--- src/verilog/dcw_pkg.sv ---
// Purpose: Shared constants and types of the dual watchdog block
// Assumes: 100 MHz ref_clk, 4 MHz oscillator rate for the timeout base
// Notes: Register byte address is four times the register index
package dcw_pkg;
  localparam int DCW_CLK_HZ = 100_000_000;
  localparam int DCW_OSC_HZ = 4_000_000;
  localparam int DCW_BUS_HZ = 2_000_000;
  localparam int DCW_OSC_DIV = DCW_CLK_HZ / DCW_OSC_HZ;
  // Nominal fixed timeout at the oscillator rate above; the counter width sets it exactly
  localparam int DCW_FIXED_NOMINAL_MS = 64;
  localparam int DCW_FIXED_BITS = 18;
  localparam int DCW_TIMER_BASE_BITS = 15;
  localparam int DCW_RATE_STEP = 2;
  localparam int DCW_RATE_MAX_BITS = 6;
  localparam int DCW_SPAN_W = 5;
  localparam int DCW_PREDIV_W = 16;

  localparam logic [15:0] DCW_IDX_SERVICE = 16'h001d;
  localparam logic [15:0] DCW_IDX_CONTROL = 16'h001e;
  localparam logic [15:0] DCW_IDX_OPT1 = 16'h1ff0;
  localparam logic [15:0] DCW_IDX_OPT2 = 16'h1ff1;
  localparam logic [15:0] DCW_IDX_STATUS = 16'h0020;
  localparam logic [15:0] DCW_IDX_ENABLE = 16'h0021;
  localparam logic [15:0] DCW_IDX_CLEAR = 16'h0022;

  localparam logic [7:0] DCW_SVC_ARM = 8'h55;
  localparam logic [7:0] DCW_SVC_FIRE = 8'haa;

  localparam int DCW_CTRL_EN_BIT = 2;
  localparam int DCW_CTRL_RATE_LSB = 0;
  localparam int DCW_OPT2_FIXED_EN_BIT = 0;
  localparam int DCW_OPT1_CLEAR_BIT = 0;
  localparam logic [2:0] DCW_CTRL_RESET = 3'h0;

  localparam int DCW_NUM_EVENTS = 3;
  localparam int DCW_ST_FIXED = 0;
  localparam int DCW_ST_TIMER = 1;
  localparam int DCW_ST_BADSEQ = 2;

  localparam logic [1:0] DCW_STRAP_SETTLE = 2'h3;

  typedef enum logic [2:0] {
    DCW_REG_NONE, DCW_REG_SERVICE, DCW_REG_CONTROL, DCW_REG_OPT1,
    DCW_REG_OPT2, DCW_REG_STATUS, DCW_REG_ENABLE, DCW_REG_CLEAR
  } dcw_reg_t;
endpackage

--- src/verilog/dcw_wdog_counter.sv ---
// Purpose: Watchdog count chain with selectable span and expiry pulse
// Assumes: tick is a one-cycle enable from the same clock
// Notes: restart and a stopped run both hold the count at zero
`timescale 1ns/100ps
module dcw_wdog_counter import dcw_pkg::*; #(
  parameter int WIDTH = DCW_FIXED_BITS
) (
  input wire logic ref_clk,
  input wire logic reset_n,
  input wire logic tick,
  input wire logic run,
  input wire logic restart,
  input wire logic [DCW_SPAN_W-1:0] span,
  output logic [WIDTH-1:0] count,
  output logic expire
);
  typedef struct packed {
    logic [WIDTH-1:0] count;
    logic expire;
  } dcw_cnt_state_t;

  dcw_cnt_state_t state;
  dcw_cnt_state_t next_state;

  function automatic logic [WIDTH-1:0] span_mask(input logic [DCW_SPAN_W-1:0] bits);
    logic [WIDTH-1:0] m;
    m = '0;
    for (int i = 0; i < WIDTH; i++) begin
      if (i < int'(bits)) begin
        m[i] = 1'b1;
      end
    end
    return m;
  endfunction

  always_comb begin
    next_state = state;
    next_state.expire = 1'b0;
    if (!run || restart) begin
      next_state.count = '0;
    end else if (tick) begin
      if (state.count == span_mask(span)) begin
        next_state.count = '0;
        next_state.expire = 1'b1;
      end else begin
        next_state.count = state.count + 1'b1;
      end
    end
  end

  always_ff @(posedge ref_clk or negedge reset_n) begin
    if (!reset_n) begin
      state <= '0;
    end else begin
      state <= next_state;
    end
  end

  assign count = state.count;
  assign expire = state.expire;
endmodule // dcw_wdog_counter

--- src/verilog/dcw_watchdog.sv ---
// Purpose: Fixed-period and timer-derived watchdogs behind an APB slave
// Assumes: Option bytes arrive as static strap pins; wdog_reset feeds system reset
// Notes: APB answers in one access cycle; unmapped or unaligned gives pslverr
//
// Chosen here: the APB interface to the registers.
`timescale 1ns/100ps
module dcw_watchdog import dcw_pkg::*; #(
  parameter int OSC_DIV = DCW_OSC_DIV,
  parameter int FIXED_BITS = DCW_FIXED_BITS,
  parameter int TIMER_BASE_BITS = DCW_TIMER_BASE_BITS
) (
  input wire logic ref_clk,
  input wire logic reset_n,
  input wire logic psel,
  input wire logic penable,
  input wire logic pwrite,
  input wire logic [15:0] paddr,
  input wire logic [31:0] pwdata,
  output logic [31:0] prdata,
  output logic pready,
  output logic pslverr,
  input wire logic [7:0] option1_pins,
  input wire logic [7:0] option2_pins,
  output logic wdog_reset,
  output logic irq,
  output logic [7:0] pullup_enable
);
  localparam int TIMER_BITS = TIMER_BASE_BITS + DCW_RATE_MAX_BITS;

  typedef struct packed {
    logic [7:0] o1_s1;
    logic [7:0] o1_s2;
    logic [7:0] o1_s3;
    logic [7:0] o2_s1;
    logic [7:0] o2_s2;
    logic [7:0] o2_s3;
    logic [1:0] settle;
    logic loaded;
    logic [7:0] first_option_byte;
    logic [7:0] second_option_byte;
    logic [DCW_PREDIV_W-1:0] prediv;
    logic osc_tick;
    logic timer_wdog_enable;
    logic rate_select_high;
    logic rate_select_low;
    logic armed;
    logic [DCW_NUM_EVENTS-1:0] status;
    logic [DCW_NUM_EVENTS-1:0] enable;
    logic [31:0] prdata;
    logic pready;
    logic pslverr;
    logic wdog_reset;
    logic irq;
  } dcw_state_t;

  dcw_state_t state;
  dcw_state_t next_state;

  logic fixed_wdog_enable;
  logic timer_run;
  logic fixed_clear;
  logic timer_restart;
  logic bad_fire;
  logic [DCW_SPAN_W-1:0] timer_span;
  logic [FIXED_BITS-1:0] fixed_count;
  logic [TIMER_BITS-1:0] timer_count;
  logic fixed_expire;
  logic timer_expire;
  logic wr_access;
  dcw_reg_t acc_reg;

  function automatic dcw_reg_t decode_reg(input logic [15:0] addr);
    dcw_reg_t r;
    r = DCW_REG_NONE;
    if (addr[1:0] == 2'h0) begin
      unique case (addr[15:2])
        DCW_IDX_SERVICE[13:0]: r = DCW_REG_SERVICE;
        DCW_IDX_CONTROL[13:0]: r = DCW_REG_CONTROL;
        DCW_IDX_OPT1[13:0]: r = DCW_REG_OPT1;
        DCW_IDX_OPT2[13:0]: r = DCW_REG_OPT2;
        DCW_IDX_STATUS[13:0]: r = DCW_REG_STATUS;
        DCW_IDX_ENABLE[13:0]: r = DCW_REG_ENABLE;
        DCW_IDX_CLEAR[13:0]: r = DCW_REG_CLEAR;
        default: r = DCW_REG_NONE;
      endcase
    end
    return r;
  endfunction

  // Fixed watchdog stays off until the option bytes are captured
  assign fixed_wdog_enable = state.loaded
    && state.second_option_byte[DCW_OPT2_FIXED_EN_BIT];
  // The fixed watchdog wins if both are configured
  assign timer_run = state.timer_wdog_enable && !fixed_wdog_enable;
  assign acc_reg = decode_reg(paddr);
  assign wr_access = psel && penable && state.pready && pwrite;
  assign fixed_clear = wr_access && acc_reg == DCW_REG_OPT1
    && !pwdata[DCW_OPT1_CLEAR_BIT];
  assign timer_restart = wr_access && acc_reg == DCW_REG_SERVICE
    && pwdata[7:0] == DCW_SVC_FIRE && state.armed;
  assign bad_fire = wr_access && acc_reg == DCW_REG_SERVICE
    && pwdata[7:0] == DCW_SVC_FIRE && !state.armed;
  // Each rate step adds two bits: x1, x4, x16, x64
  assign timer_span = DCW_SPAN_W'(TIMER_BASE_BITS
    + DCW_RATE_STEP * int'({state.rate_select_high, state.rate_select_low}));

  dcw_wdog_counter #(
    .WIDTH(FIXED_BITS)
  ) u_fixed (
    .ref_clk(ref_clk),
    .reset_n(reset_n),
    .tick(state.osc_tick),
    .run(fixed_wdog_enable),
    .restart(fixed_clear),
    .span(DCW_SPAN_W'(FIXED_BITS)),
    .count(fixed_count),
    .expire(fixed_expire)
  );

  dcw_wdog_counter #(
    .WIDTH(TIMER_BITS)
  ) u_timer (
    .ref_clk(ref_clk),
    .reset_n(reset_n),
    .tick(state.osc_tick),
    .run(timer_run),
    .restart(timer_restart),
    .span(timer_span),
    .count(timer_count),
    .expire(timer_expire)
  );

  always_comb begin
    logic [DCW_NUM_EVENTS-1:0] events;
    logic [DCW_NUM_EVENTS-1:0] clr;
    events = '0;
    clr = '0;
    next_state = state;

    // Straps pass three flops; capture once the late stages agree
    next_state.o1_s1 = option1_pins;
    next_state.o1_s2 = state.o1_s1;
    next_state.o1_s3 = state.o1_s2;
    next_state.o2_s1 = option2_pins;
    next_state.o2_s2 = state.o2_s1;
    next_state.o2_s3 = state.o2_s2;
    if (!state.loaded) begin
      if (state.settle == DCW_STRAP_SETTLE) begin
        if (state.o1_s2 == state.o1_s3 && state.o2_s2 == state.o2_s3) begin
          next_state.loaded = 1'b1;
          next_state.first_option_byte = state.o1_s3;
          next_state.second_option_byte = state.o2_s3;
        end
      end else begin
        next_state.settle = state.settle + 2'h1;
      end
    end

    // Oscillator-rate tick: the 2 MHz bus runs at half this rate
    if (state.prediv == DCW_PREDIV_W'(OSC_DIV - 1)) begin
      next_state.prediv = '0;
      next_state.osc_tick = 1'b1;
    end else begin
      next_state.prediv = state.prediv + 1'b1;
      next_state.osc_tick = 1'b0;
    end

    // APB: setup cycle prepares the answer, access cycle completes it
    next_state.pready = 1'b0;
    next_state.pslverr = 1'b0;
    if (psel && !penable) begin
      next_state.pready = 1'b1;
      next_state.pslverr = (acc_reg == DCW_REG_NONE);
      next_state.prdata = '0;
      if (!pwrite) begin
        unique case (acc_reg)
          DCW_REG_CONTROL: next_state.prdata = {29'h0, state.timer_wdog_enable,
            state.rate_select_high, state.rate_select_low};
          // Option byte contents only, never watchdog state
          DCW_REG_OPT1: next_state.prdata = {24'h0, state.first_option_byte};
          DCW_REG_OPT2: next_state.prdata = {24'h0, state.second_option_byte};
          DCW_REG_STATUS: next_state.prdata = {29'h0, state.status};
          DCW_REG_ENABLE: next_state.prdata = {29'h0, state.enable};
          DCW_REG_NONE, DCW_REG_SERVICE, DCW_REG_CLEAR: next_state.prdata = '0;
        endcase
      end
    end

    if (wr_access) begin
      unique case (acc_reg)
        DCW_REG_SERVICE: begin
          // Any service write other than 0x55 drops the armed state
          next_state.armed = (pwdata[7:0] == DCW_SVC_ARM);
        end
        DCW_REG_CONTROL: begin
          next_state.timer_wdog_enable = pwdata[DCW_CTRL_EN_BIT];
          next_state.rate_select_high = pwdata[DCW_CTRL_RATE_LSB + 1];
          next_state.rate_select_low = pwdata[DCW_CTRL_RATE_LSB];
        end
        DCW_REG_ENABLE: next_state.enable = pwdata[DCW_NUM_EVENTS-1:0];
        DCW_REG_CLEAR: clr = pwdata[DCW_NUM_EVENTS-1:0];
        // Option1 writes only clear the fixed count; pull-ups stay latched
        DCW_REG_OPT1, DCW_REG_OPT2, DCW_REG_STATUS, DCW_REG_NONE: begin
        end
      endcase
    end

    events[DCW_ST_FIXED] = fixed_expire;
    events[DCW_ST_TIMER] = timer_expire;
    events[DCW_ST_BADSEQ] = bad_fire;
    // A new event beats a clear in the same cycle
    next_state.status = (state.status & ~clr) | events;
    next_state.irq = |(next_state.status & next_state.enable);
    next_state.wdog_reset = fixed_expire || timer_expire;
  end

  always_ff @(posedge ref_clk or negedge reset_n) begin
    if (!reset_n) begin
      state <= '0;
      state.timer_wdog_enable <= DCW_CTRL_RESET[DCW_CTRL_EN_BIT];
      state.rate_select_high <= DCW_CTRL_RESET[DCW_CTRL_RATE_LSB + 1];
      state.rate_select_low <= DCW_CTRL_RESET[DCW_CTRL_RATE_LSB];
    end else begin
      state <= next_state;
    end
  end

  assign prdata = state.prdata;
  assign pready = state.pready;
  assign pslverr = state.pslverr;
  assign wdog_reset = state.wdog_reset;
  assign irq = state.irq;
  assign pullup_enable = state.first_option_byte;

  // Helper: APB read setup of option1 seen one cycle earlier
  logic rd_opt1_setup;
  assign rd_opt1_setup = psel && !penable && !pwrite && acc_reg == DCW_REG_OPT1;

  property p_fixed_full_span;
    @(posedge ref_clk) disable iff (!reset_n)
      fixed_expire |-> $past(fixed_count) == {FIXED_BITS{1'b1}};
  endproperty

  AST_FIXED_SPAN: assert property (p_fixed_full_span)
    else $error("fixed watchdog expired before its full span");

  AST_FIXED_OFF: assert property (@(posedge ref_clk) disable iff (!reset_n)
    !fixed_wdog_enable |-> fixed_count == '0 && !fixed_expire)
    else $error("fixed watchdog active while not enabled");

  AST_RESET_ON_EXPIRE: assert property (@(posedge ref_clk) disable iff (!reset_n)
    (fixed_expire || timer_expire) |=> wdog_reset ##1 !wdog_reset)
    else $error("expiry did not raise a one-cycle system reset");

  AST_FIXED_CLEAR: assert property (@(posedge ref_clk) disable iff (!reset_n)
    fixed_clear |=> fixed_count == '0 && !fixed_expire)
    else $error("option1 clear write did not restart fixed count");

  AST_OPT1_READ: assert property (@(posedge ref_clk) disable iff (!reset_n)
    rd_opt1_setup |=> pready && prdata == {24'h0, state.first_option_byte})
    else $error("option1 read did not return the option byte");

  AST_PULLUP_STABLE: assert property (@(posedge ref_clk) disable iff (!reset_n)
    $past(state.loaded) |-> $stable(pullup_enable))
    else $error("pull-up enables changed after capture");

  AST_TIMER_GATED: assert property (@(posedge ref_clk) disable iff (!reset_n)
    (!state.timer_wdog_enable || fixed_wdog_enable) |=> timer_count == '0)
    else $error("timer watchdog counted while disabled");

  AST_TIMER_SPAN: assert property (@(posedge ref_clk) disable iff (!reset_n)
    timer_expire |-> $past(timer_count) == TIMER_BITS'((1 << $past(timer_span)) - 1))
    else $error("timer watchdog expired off its selected span");

  AST_SERVICE_SEQ: assert property (@(posedge ref_clk) disable iff (!reset_n)
    timer_restart |=> timer_count == '0 ##1 !state.armed || timer_count <= 1)
    else $error("armed 0xAA write did not restart timer count");

  // A tick at the top of the span wraps to zero legally, so it is excluded
  AST_BAD_FIRE: assert property (@(posedge ref_clk) disable iff (!reset_n)
    bad_fire && timer_run && state.osc_tick
      && timer_count != TIMER_BITS'((1 << timer_span) - 1)
      |=> timer_count != '0 && state.status[DCW_ST_BADSEQ])
    else $error("unarmed 0xAA write restarted timer or was not flagged");

  AST_IRQ_LEVEL: assert property (@(posedge ref_clk) disable iff (!reset_n)
    ((fixed_expire && state.enable[DCW_ST_FIXED])
      || (timer_expire && state.enable[DCW_ST_TIMER])
      || (bad_fire && state.enable[DCW_ST_BADSEQ]))
      && !(wr_access && acc_reg == DCW_REG_ENABLE) |=> irq)
    else $error("enabled event did not raise the interrupt");

  AST_PREADY_ONE: assert property (@(posedge ref_clk) disable iff (!reset_n)
    psel && !penable |=> pready ##1 !pready)
    else $error("pready was not a one-cycle answer to setup");

  AST_SLVERR_BAD: assert property (@(posedge ref_clk) disable iff (!reset_n)
    psel && !penable && acc_reg == DCW_REG_NONE |=> pslverr)
    else $error("unmapped access did not raise pslverr");

  AST_SLVERR_OK: assert property (@(posedge ref_clk) disable iff (!reset_n)
    psel && !penable && acc_reg != DCW_REG_NONE |=> !pslverr)
    else $error("mapped access raised pslverr");

  // Status bits only drop through the clear register
  AST_STATUS_STICKY: assert property (@(posedge ref_clk) disable iff (!reset_n)
    !(wr_access && acc_reg == DCW_REG_CLEAR)
      |=> (state.status & $past(state.status)) == $past(state.status))
    else $error("status bit dropped without a clear write");

  AST_FIXED_FLAG: assert property (@(posedge ref_clk) disable iff (!reset_n)
    fixed_expire |=> state.status[DCW_ST_FIXED] && wdog_reset)
    else $error("fixed expiry was not flagged with a reset");

  AST_OPT1_WRITE_KEEP: assert property (@(posedge ref_clk) disable iff (!reset_n)
    state.loaded && wr_access && acc_reg == DCW_REG_OPT1 |=> $stable(pullup_enable))
    else $error("option1 write changed the pull-up enables");

  AST_STRAP_CAPTURE: assert property (@(posedge ref_clk) disable iff (!reset_n)
    $rose(state.loaded) |-> state.second_option_byte == state.o2_s3
      && state.first_option_byte == state.o1_s3)
    else $error("option bytes captured from an unsettled strap");

  AST_ARM_SET: assert property (@(posedge ref_clk) disable iff (!reset_n)
    wr_access && acc_reg == DCW_REG_SERVICE && pwdata[7:0] == DCW_SVC_ARM |=> state.armed)
    else $error("0x55 service write did not arm the sequence");

  AST_ARM_DROP: assert property (@(posedge ref_clk) disable iff (!reset_n)
    wr_access && acc_reg == DCW_REG_SERVICE && pwdata[7:0] != DCW_SVC_ARM |=> !state.armed)
    else $error("non-arming service write left the sequence armed");

  AST_CTRL_ENABLE: assert property (@(posedge ref_clk) disable iff (!reset_n)
    wr_access && acc_reg == DCW_REG_CONTROL && pwdata[DCW_CTRL_EN_BIT]
      |=> state.timer_wdog_enable)
    else $error("control write did not enable the timer watchdog");

  COV_RATE_TOP: cover property (@(posedge ref_clk) disable iff (!reset_n)
    timer_expire && state.rate_select_high && state.rate_select_low);
  COV_FIXED_EXPIRE: cover property (@(posedge ref_clk) disable iff (!reset_n)
    fixed_expire);
  COV_TIMER_EXPIRE: cover property (@(posedge ref_clk) disable iff (!reset_n)
    timer_expire && state.rate_select_low);
  COV_SERVICE: cover property (@(posedge ref_clk) disable iff (!reset_n)
    timer_restart);
  COV_BAD_FIRE: cover property (@(posedge ref_clk) disable iff (!reset_n)
    bad_fire ##1 irq);
endmodule // dcw_watchdog

--- config.mk ---
export PLATFORM = sky130hd
export DESIGN_NAME = dcw_watchdog
export DESIGN_NICKNAME = d
export VERILOG_FILES = /design/src/verilog/dcw_pkg.sv /design/src/verilog/dcw_wdog_counter.sv /design/src/verilog/dcw_watchdog.sv
export SDC_FILE = /design/constraint.sdc
export NUM_CORES = 1
export LEC_CHECK = 0
export ABC_AREA = 0
export CAP_MARGIN = 25
export CORE_MARGIN = 3
export CORE_UTILIZATION = 55
export DETAILED_ROUTE_END_ITERATION = 10
export DONT_BUFFER_PORTS = 1
export PLACE_DENSITY = 0.73
export SLEW_MARGIN = 10
export SYNTH_ARGS = -nofsm -noshare
export SYNTH_HDL_FRONTEND = slang
export SYNTH_HIERARCHICAL = 1
export SYNTH_SLANG_ARGS = --single-unit
--- constraint.sdc ---
create_clock -name ref_clk -period 2.9 [get_ports ref_clk]
set_clock_uncertainty 0.1 [all_clocks]
set_input_delay 0.145 -clock ref_clk [delete_from_list [all_inputs] [get_ports ref_clk]]
set_output_delay 0.145 -clock ref_clk [all_outputs]
set_load 0.05 [all_outputs]
After elaboration in Yosys (flattened, before gate mapping)
Cells that the tools add are included.
- bits in registers: 171
- input port bits: 69
- output and inout port bits: 44
- word-level logic and storage cells: 200
- add/subtract/negate cells: 5
- magnitude comparators: 21
- equal/unequal tests: 22
- mux-type cells: 88
- bitwise operators: 6
- reduce and logical (&&, ||, !) cells: 31
- operators with widths (cell ; number):
    $pmux W32 S6 ; 1
    $mux W1 ; 69
    $mux W17 ; 4
    $eq A14 B6 Y1 const B ; 3
    $mux W21 ; 2
    $lt A4 B5 Y1 const A ; 8
    $mux W18 ; 2
    $mux W32 ; 1
    $eq A14 B13 Y1 const B ; 2
    $eq A14 B5 Y1 const B ; 2
    $lt A5 B5 Y1 const A ; 5
    $mux W22 ; 1
    $add A21 B1 Y21 const B ; 1
    $eq A21 B21 Y1 ; 1
    $pmux W3 S7 ; 1
    $lt A3 B5 Y1 const A ; 4
    $mux W19 ; 1
    $add A18 B1 Y18 const B ; 1
    $eq A18 B18 Y1 ; 1
    $add A16 B1 Y16 const B ; 1
    $eq A16 B5 Y1 const B ; 1
    $eq A8 B8 Y1 ; 2
    $mux W3 ; 5
    $logic_and A1 B1 Y1 ; 13
    other kinds (23) ; 41

Logic depth before layout (Yosys ltp)
Gate-level depths: netlist of run 1.
- depth after elaboration: 13
- depth in mapped cells: 14
- depth with buffers taken out: 10

Modules after synthesis
The synthesis of run 1 kept the hierarchy.
- by module, submodules not included (module ; instances ; cells each ; area each (µm²) ; sequential area each (µm²)):
    dcw_watchdog ; 1 ; 381 ; 4553.1 ; 2652.5
    dcw_wdog_counter (u_timer) ; 1 ; 224 ; 1786.7 ; 550.5
    dcw_wdog_counter (u_fixed) ; 1 ; 187 ; 1487.7 ; 475.5

Least setup slack after synthesis of run 1
No wires, ideal clock.
- kind: input to register
- from: input paddr[12]
- to: register u_fixed.state (netlist bit u_fixed/count[3])
- library setup time: 69 ps
- data arrival time: 2789 ps
- required time: 2731 ps
- setup slack: -58 ps
- stages: 9
- path buffers: 1
- cell sequence: or4_4 -> or4_4 -> a21oi_1 -> a2111oi_4 -> nor3b_1 -> nor3b_1 -> clkbuf_1 -> nand2_1 -> nand3_1
- longest elaborated chain between the ends: 8
- elaborated cells between the ends (all ways): 15
- those cells by class: 8 x eq/ne; 3 x mux; 4 x reduce/logical
- ends and longest elaborated chain (element ; line ; source):
    from (decl) ; dcw_watchdog.sv:17 ; input wire logic [15:0] paddr,
    $eq A14 B6 Y1 (tied with other cells) ; dcw_watchdog.sv:76 ; unique case (addr[15:2])
    $pmux W3 S7 (*) ; dcw_watchdog.sv:76 ;
    $mux W3 (*) ; dcw_watchdog.sv:75 ; if (addr[1:0] == 2'h0) begin
    $eq A3 B2 Y1 (*) ; dcw_watchdog.sv:97 ; assign fixed_clear = wr_access && acc_reg == DCW_REG_OPT1
    $logic_and A1 B1 Y1 (*) ; dcw_watchdog.sv:97 ;
    $logic_and A1 B1 Y1 (*) ; dcw_watchdog.sv:98 ; && !pwdata[DCW_OPT1_CLEAR_BIT];
    named net fixed_clear ; dcw_watchdog.sv:61 ; logic fixed_clear;
    $logic_or A1 B1 Y1 (*) ; dcw_wdog_counter.sv:39 ; if (!run || restart) begin
    $mux W18 or $reduce_bool A2 Y1 (tied branches) ; -- ;
    to (signal assigned) ; dcw_wdog_counter.sv:55 ; state <= next_state;
    to (decl) ; dcw_wdog_counter.sv:22 ; dcw_cnt_state_t state;
The timed path passes the listed nets; every way through them passes the cells marked *.
A chain may end at the register's enable or synchronous reset.

Final worst setup path of run 1
- from: register state[43] (netlist bit)
- to: register u_timer.state (netlist bit u_timer/count[15])
- longest elaborated chain between the ends: 9
- elaborated cells between the ends (all ways): 89
- those cells by class: 1 x add/sub; 21 x order compare; 1 x eq/ne; 66 x mux
- ends and longest elaborated chain (element ; line ; source):
    from (decl) ; dcw_watchdog.sv:56 ; dcw_state_t state;
    from (signal assigned) ; dcw_watchdog.sv:224 ; state <= next_state;
    $add A4 B3 Y5 (*) ; dcw_watchdog.sv:105 ; + DCW_RATE_STEP * int'({state.rate_select_high, state.rate_select_low}));
    named net timer_span[1] ; dcw_watchdog.sv:64 ; logic [DCW_SPAN_W-1:0] timer_span;
    $lt A1 B5 Y1 (tied with other cells) ; dcw_wdog_counter.sv:29 ; if (i < int'(bits)) begin
    $mux W1 ; dcw_wdog_counter.sv:29 ;
    $mux W1 ; dcw_wdog_counter.sv:41 ; end else if (tick) begin
    $mux W1 ; dcw_wdog_counter.sv:39 ;
    $eq A21 B21 Y1 (*) ; dcw_wdog_counter.sv:42 ; if (state.count == span_mask(span)) begin
    $mux W21 (*) ; dcw_wdog_counter.sv:42 ;
    $mux W22 (*) ; dcw_wdog_counter.sv:41 ;
    $mux W21 (*) ; dcw_wdog_counter.sv:39 ;
    to (signal assigned) ; dcw_wdog_counter.sv:55 ;
    to (decl) ; dcw_wdog_counter.sv:22 ;
The timed path passes the listed nets; every way through them passes the cells marked *. The select of a mux whose other input is x is not followed.

==> impl_metrics.csv, run 1 <==
group,metric,value,unit
final_layout,multi_input_area,3830,um^2
placed_design,dp.cells,977,
critical_path,cp-end-kind,"flop",
timing,post-route-period-util,0.990,
floorplanning,design.portCount,113,
cts,worstSkewPairLatency,0.42,ns
grt,track_usage,0.231,
cts,cts_root_buf,"clkbuf_16",
grt,grt_pass1_wl,30000,um
routing,drt_wl_total,17600,um
cts,path_clk_slew,0.07,ns
routing,wl_per_cell,16.8,um
logic_synthesis,synth_ff_type,"dfrtp_1",
final_layout,nFillCells,981,
timing,clock.fmax,348,MHz
final_layout,drive_gt1_frac,0.155,
placed_design,hpwl,11800,um
cts,numCtsBuffers,17,
power,ir_worst_vdd,653,uV
floorplanning,die_area,15700,um^2
logic_synthesis,ys_ff_latch,147,
critical_path,worstPathCellList,"inv_2, ha_4, inv_6, buf_6, a211oi_2, or4b_4, nand3_2, nand4b_1, or4_4, buf_12, o21ai_4, nor2_1",
final_layout,area_growth,15.3,%
logic_synthesis,synth_edf_count,0,
power,netSwitchingFraction,0.242,
grt,grt-ovfl-total,0,
worst_hold_path,holdCritPathClass,"in -> async",
timing,rsz0062_at_grt,"true",
cts,h-tree-depth,4,
floorplanning,coreArea,13600,um^2
final_layout,regArea,3680,um^2
placed_design,dp_slack,-0.191,ns
cts,cts_sinks,147,
cts,cts_tree,"built",
routing,ant_nets,0,
power,seqPwrFrac,0.490,
power,pwr-share-clk,0.464,
critical_path,crit_type,"reg -> reg",
power,p_sw,1.04,mW
placed_design,numPortBuffers,0,
critical_path,crit_family,"simple AND/OR/NAND/NOR gates",
critical_path,required,3.09,ns
logic_synthesis,yosysTopAreaCellShare,0.470,
power,pwr-share-comb,0.046,
power,intPower,3.27,mW
logic_synthesis,synth.area.top_cells,"dfrtp_1 (47%), xnor2_1 (4.1%), buf_4 (4.0%)",
critical_path,rr_startpoint,"state[43]$_DFFE_PN0P_",
timing,setup_viol,0,
timing,worstMarginPinSlew,0.575,ns
logic_synthesis,yosysSeqAreaShare,0.470,
routing,viasPerCell,5.92,
final_layout,final_cell_count_no_fill,1045,
timing,hold_viol,147,
logic_synthesis,syn-cell-area,7830,um^2
floorplanning,die_width,125,um
timing,maxSlewHeadroom,0.615,
critical_path,cp-start-kind,"flop",
logic_synthesis,ys_warn_count,6,
grt,grt_start_max_net_pins,148,
critical_path,cpPeakStageDelay,0.56,ns
flow_run,cap_violations,0,
floorplanning,start_util,0.577,
logic_synthesis,postSynthAreaPerCell,9.88,um^2
critical_path,crit_slowest_cell,"or4_4",
critical_path,path_max_fanout,8,
timing,setup_slack,0.0284,ns
routing,drt_iter0_markers,536,
grt,antenna_found_initial,0,
grt,grt_pass1_vias,6211,
logic_synthesis,synth_area_leader_cell,"dfrtp_1",
power,power_density,478,nW/um^2
timing,whs,-0.684,ns
critical_path,ff2ff_path_depth,12,
routing,vias,6188,
routing,drc,0,
cts,cts_hold_buf,26,
critical_path,r2r_end,"u_timer/count[15]$_DFFE_PN0P_",
power,p_leak,3.81,nW
cts,cts.path.max_buffers,2,
logic_synthesis,synth_cells,792,
critical_path,crit_arrival,3.06,ns
floorplanning,rows,42,
critical_path,crit_buf_inv,4,
floorplanning,die_h,125,um
run_status,violations,"hold timing",
final_layout,antennaDiodeCount,0,
logic_synthesis,ys_types,78,
critical_path,ff2ff_setup_slack,0.03,ns
run_status,status,"complete, but fails checks",
timing,period_minus_slack,2.87,ns
routing,drtPass1Iterations,5,
placed_design,routabilityCongestion,0.899,
timing,drv_slew,0,
final_layout,layout.nets,932,
logic_synthesis,ys_async_sr_fraction,1.00,
==> area by class of cell <==
cell class / instances / area share
clock buffer: 18 / 0.0476
timing repair buffer: 71 / 0.0735
inverter: 21 / 0.00929
clock inverter: 13 / 0.0126
sequential: 147 / 0.408
multi-input combinational: 599 / 0.425
tap: 176 / 0.0244
==> stage by stage <==
stage          setup TNS, ns  total power [mW]   util  area [um^2]
2_1_floorplan        -0.0129              2.32      -         8040
3_3_place_gp          -0.972              2.30  0.591         8010
3_5_place_dp           -2.65              2.31  0.591         8010
4_1_cts             -0.00337              4.33  0.660         8950
5_1_grt               -0.675              4.46  0.666         9020
6_report                   0              4.31  0.666         9020
==> cell usage in the layout, fill, tap and decap left out, types with 18 or more instances in the layout <==
cell,count
a21oi_1,20
buf_4,38
conb_1,57
dfrtp_1,147
dlygate4sd3_1,26
inv_1,18
mux2_2,22
nand2_1,76
nand3_1,40
nand4_1,31
nor2_1,55
o21ai_0,32
xnor2_1,37
==> Yosys cell counts, types with 3 or more instances <==
cell         n
a22oi_1      7
and3_1      12
nor3b_1      4
or2_1        4
buf_4       42
nand2b_1    10
xnor2_1     37
xor2_1      16
a21o_1       4
mux2_2      22
o21a_1       3
buf_6        3
o21ai_1      3
nor3_1      15
a21oi_1     21
and3b_1      3
or2_2        5
nand4b_1     6
buf_2       12
ha_1         6
a211o_1      4
clkbuf_1    19
or3_1        5
nand3b_1     5
o21ai_0     35
o2bb2ai_1    3
nand2_1     76
dfrtp_1    147
nor2b_1      7
and2_1       3
buf_1        3
nor4b_1      4
a32o_1       3
nand3_1     41
a31oi_1     14
nor4_1      14
a2111oi_4    3
nand4_1     31
or4_1        6
and4_1       4
nor2_1      56
inv_1       21
a211oi_1     6
==> cell families (layout without fill, tap and decap cells) <==
family | Yosys count | in the layout | share of synthesized area
DFF | 147 | 147 | 0.470
and+or+nand+nor | 324 | 324 | 0.225
other | 2 | 57 | 0.000959
muxes | 25 | 25 | 0.0361
buffers and inverters | 101 | 123 | 0.0748
AOI/OAI and AO/OA | 134 | 134 | 0.124
adders and majority gates | 6 | 6 | 0.00959
xor gates and xnor gates | 53 | 53 | 0.0593
==> state kept, by name, summed over array words and instances (netlist names), 8 cells and up <==
signal	cells
pullup_enable	8
u_timer/count	21
u_fixed/count	18
prdata	8
state	54
next_state	32
==> power by group through the flow <==
stage	combinational [mW]	sequential, mW	clock, mW
detailed placement	0.159	2.15	0
global route	0.212	2.11	2.13
global placement	0.156	2.15	0
CTS	0.188	2.11	2.03
floorplan	0.175	2.14	0
finish	0.197	2.11	2.00
==> worst max-delay path by stage <==
stage,start,to,slack (ns),cells past startpoint
global route,state[43]$_DFFE_PN0P_,u_timer/count[15]$_DFFE_PN0P_,-0.06,12
CTS,state[43]$_DFFE_PN0P_,u_timer/count[4]$_DFFE_PN0P_,-0.003,11
finish,state[43]$_DFFE_PN0P_,u_timer/count[15]$_DFFE_PN0P_,0.03,12
global placement,paddr[12],u_fixed/count[2]$_DFFE_PN0P_,-0.13,9
detailed placement,paddr[12],u_fixed/count[2]$_DFFE_PN0P_,-0.19,9
floorplan,paddr[12],u_fixed/count[13]$_DFFE_PN0P_,-0.01,10
==> metal layers <==
metal / vias up / global-route usage / wire length [um]
li1: 2876 / - / -
met1: 3029 / 0.297 / 7450
met2: 238 / 0.392 / 8870
met3: 45 / 0.0461 / 894
met4: 0 / 0.0797 / 386
met5: - / 0 / 0
==> repair_timing <==
action / in CTS / in global routing
gates resized for setup: 14 / 13
endpoints found under the hold margin: 184 / 147
gates cloned: 1 / 0
pin swaps: 10 / 5
buffers inserted: 6 / 3
setup endpoints to repair: 11 / 22
(Power assumes the default switching activity.)
==> run 2, diff against run 1 <==
SETUP_SLACK_MARGIN = 0.5   (was unset)
==> run 2 against run 1 <==
- the flow still finishes with violations (hold timing)
- power rose by 3.2%
- sequential share of layout area fell by 1.3 points
- final area up 3.2%
- combinational power rose by 3%
- hold slack got worse by 0.015 ns
- register-to-register slack about the same
- critical path depth stayed put
- count of clock-buffer cells in the layout decreased by 1
- fmax rose by 0.51%
- utilization rose by 2.2 points
- non-clock buffer count increased by 7
- critical path type unchanged
- critical endpoint is now u_timer/count[6]$_DFFE_PN0P_
- highest routed layer unchanged
==> impl_metrics.csv, run 2 (same netlist as run 1, synthesis figures left out) <==
group,metric,value,unit
cts,cts_sinks,147,
routing,drt_iter0_markers,589,
critical_path,cpPeakStageDelay,0.46,ns
critical_path,path_max_fanout,7,
routing,ant_nets,0,
power,p_leak,3.86,nW
critical_path,crit_slowest_cell,"or4_4",
final_layout,antennaDiodeCount,0,
final_layout,layout.nets,940,
floorplanning,rows,42,
placed_design,numPortBuffers,0,
final_layout,multi_input_area,4050,um^2
final_layout,nFillCells,945,
placed_design,place_area,8050,um^2
critical_path,crit_type,"reg -> reg",
floorplanning,start_util,0.577,
routing,viasPerCell,5.99,
timing,setup_slack,0.0431,ns
final_layout,largest_reg_flops,54,
critical_path,cp-start-kind,"flop",
floorplanning,die_width,125,um
routing,drt_wl_total,18500,um
grt,grt_pass1_wl,30300,um
routing,drc,0,
critical_path,crit_arrival,3.06,ns
grt,track_usage,0.237,
floorplanning,coreArea,13600,um^2
cts,cts_hold_buf,28,
flow_run,cap_violations,0,
final_layout,final_cell_count_no_fill,1054,
timing,drv_slew,0,
timing,rsz0062_at_grt,"true",
final_layout,mostFrequentLayoutCells,"dfrtp_1 (147), nand2_1 (74), conb_1 (57)",
floorplanning,die_area,15700,um^2
routing,wl_per_cell,17.6,um
timing,clock.fmax,350,MHz
final_layout,regMostFlops,"state",
grt,grt_start_max_net_pins,148,
timing,maxSlewHeadroom,0.579,
placed_design,dp_slack,-0.0683,ns
floorplanning,design.portCount,113,
run_status,violations,"hold timing",
critical_path,worstPathCellList,"inv_2, ha_4, inv_4, or3_4, or4_1, o21ai_1, o2bb2ai_2, or4_4, buf_4, buf_16, nand3_1, a31oi_1",
critical_path,rr_startpoint,"state[43]$_DFFE_PN0P_",
critical_path,ff2ff_path_depth,12,
placed_design,routabilityCongestion,0.876,
cts,path_clk_slew,0.07,ns
worst_hold_path,holdCritPathClass,"in -> async",
power,power_density,478,nW/um^2
cts,worstSkewPairLatency,0.43,ns
grt,grt_pass1_vias,6157,
final_layout,area_growth,19.0,%
critical_path,required,3.10,ns
placed_design,dp.cells,973,
timing,worstMarginPinSlew,0.625,ns
final_layout,final_area,9320,um^2
cts,cts_root_buf,"clkbuf_16",
critical_path,r2r_end,"u_timer/count[6]$_DFFE_PN0P_",
placed_design,hpwl,11700,um
critical_path,crit_buf_inv,4,
cts,h-tree-depth,4,
critical_path,ff2ff_setup_slack,0.04,ns
run_status,status,"complete, but fails checks",
power,ir_worst_vdd,512,uV
final_layout,drive_gt1_frac,0.198,
critical_path,cp-end-kind,"flop",
cts,numCtsBuffers,17,
grt,antenna_found_initial,0,
final_layout,final_common_cell,"dfrtp_1",
timing,post-route-period-util,0.985,
critical_path,crit_family,"simple AND/OR/NAND/NOR gates",
routing,drtPass1Iterations,5,
routing,vias,6316,
timing,setup_viol,0,
floorplanning,die_h,125,um
cts,cts_tree,"built",
timing,whs,-0.699,ns
final_layout,regArea,3680,um^2
timing,hold_viol,147,
timing,period_minus_slack,2.86,ns
grt,grt-ovfl-total,0,
cts,cts.path.max_buffers,2,
[run 2: cell count changes in the layout (fill, tap and decap cells not counted), moves of 4 or more]
cell | before | now
nor4_1 | 14 | 9
buf_4 | 38 | 44
o21ai_0 | 32 | 25
nand3_1 | 40 | 36
inv_8 | 1 | 7
nand3_2 | 1 | 5
o21ai_2 | 0 | 4
inv_6 | 8 | 2
nor4_2 | 0 | 4
[run 2: routing by layer]
layer,track usage,wire length [um]
met1,0.299,7610
met3,0.0503,906
met2,0.403,9500
met5,0,0
met4,0.0880,496
[run 2: per-stage QoR]
stage / util / power (mW) / setup TNS [ns]
4_1_cts: 0.667 / 4.46 / 0
6_report: 0.687 / 4.45 / 0
3_3_place_gp: 0.594 / 2.31 / -0.118
5_1_grt: 0.687 / 4.61 / -0.0214
3_5_place_dp: 0.594 / 2.31 / -0.583
2_1_floorplan: - / 2.32 / 0
[run 2: worst register-to-register path: cells and delay by family (launching register included)]
| kind | cells | cell delay [ns] |
|---|---|---|
| AO/OA/AOI/OAI | 3 | 0.27 |
| adder cells (fa/ha/maj) | 1 | 0.27 |
| flip-flops | 1 | 0.37 |
| AND/OR/NAND/NOR | 4 | 1.30 |
| buffers and inverters | 4 | 0.42 |
[run 2: how the worst max path moves through the flow]
stage	from	endpoint	slack, ns	depth (start not counted)
2_1_floorplan	paddr[2]	u_fixed/count[4]$_DFFE_PN0P_	0.06	10
3_3_place_gp	state[43]$_DFFE_PN0P_	u_timer/count[14]$_DFFE_PN0P_	-0.03	11
3_5_place_dp	state[43]$_DFFE_PN0P_	u_timer/count[14]$_DFFE_PN0P_	-0.07	11
4_1_cts	state[43]$_DFFE_PN0P_	u_timer/count[14]$_DFFE_PN0P_	0.09	11
5_1_grt	state[43]$_DFFE_PN0P_	u_timer/count[6]$_DFFE_PN0P_	-0.007	12
6_report	state[43]$_DFFE_PN0P_	u_timer/count[6]$_DFFE_PN0P_	0.04	12
[run 2: final cells by class]
class | count | share of cell area
inverter | 21 | 0.00873
tap | 176 | 0.0236
sequential | 147 | 0.395
clock inverter | 15 | 0.0171
multi-input combinational | 600 | 0.434
timing repair buffer | 78 | 0.0759
clock buffer | 17 | 0.0457
[run 2: timing repair]
action | CTS | global route
gates cloned | 1 | 1
hold endpoints to repair | 184 | 147
setup buffers | 6 | 13
pin swaps | 2 | 15
setup endpoints to repair | 30 | 36
resized for setup | 13 | 44
[run 2: where the power goes]
part           switching [mW]  internal (mW)  total [mW]  leakage, nW
registers              0.0275           2.09        2.11         1.90
logic                   0.137         0.0663       0.203         1.67
clock network           0.982           1.15        2.13        0.287
total                    1.15           3.31        4.45         3.86
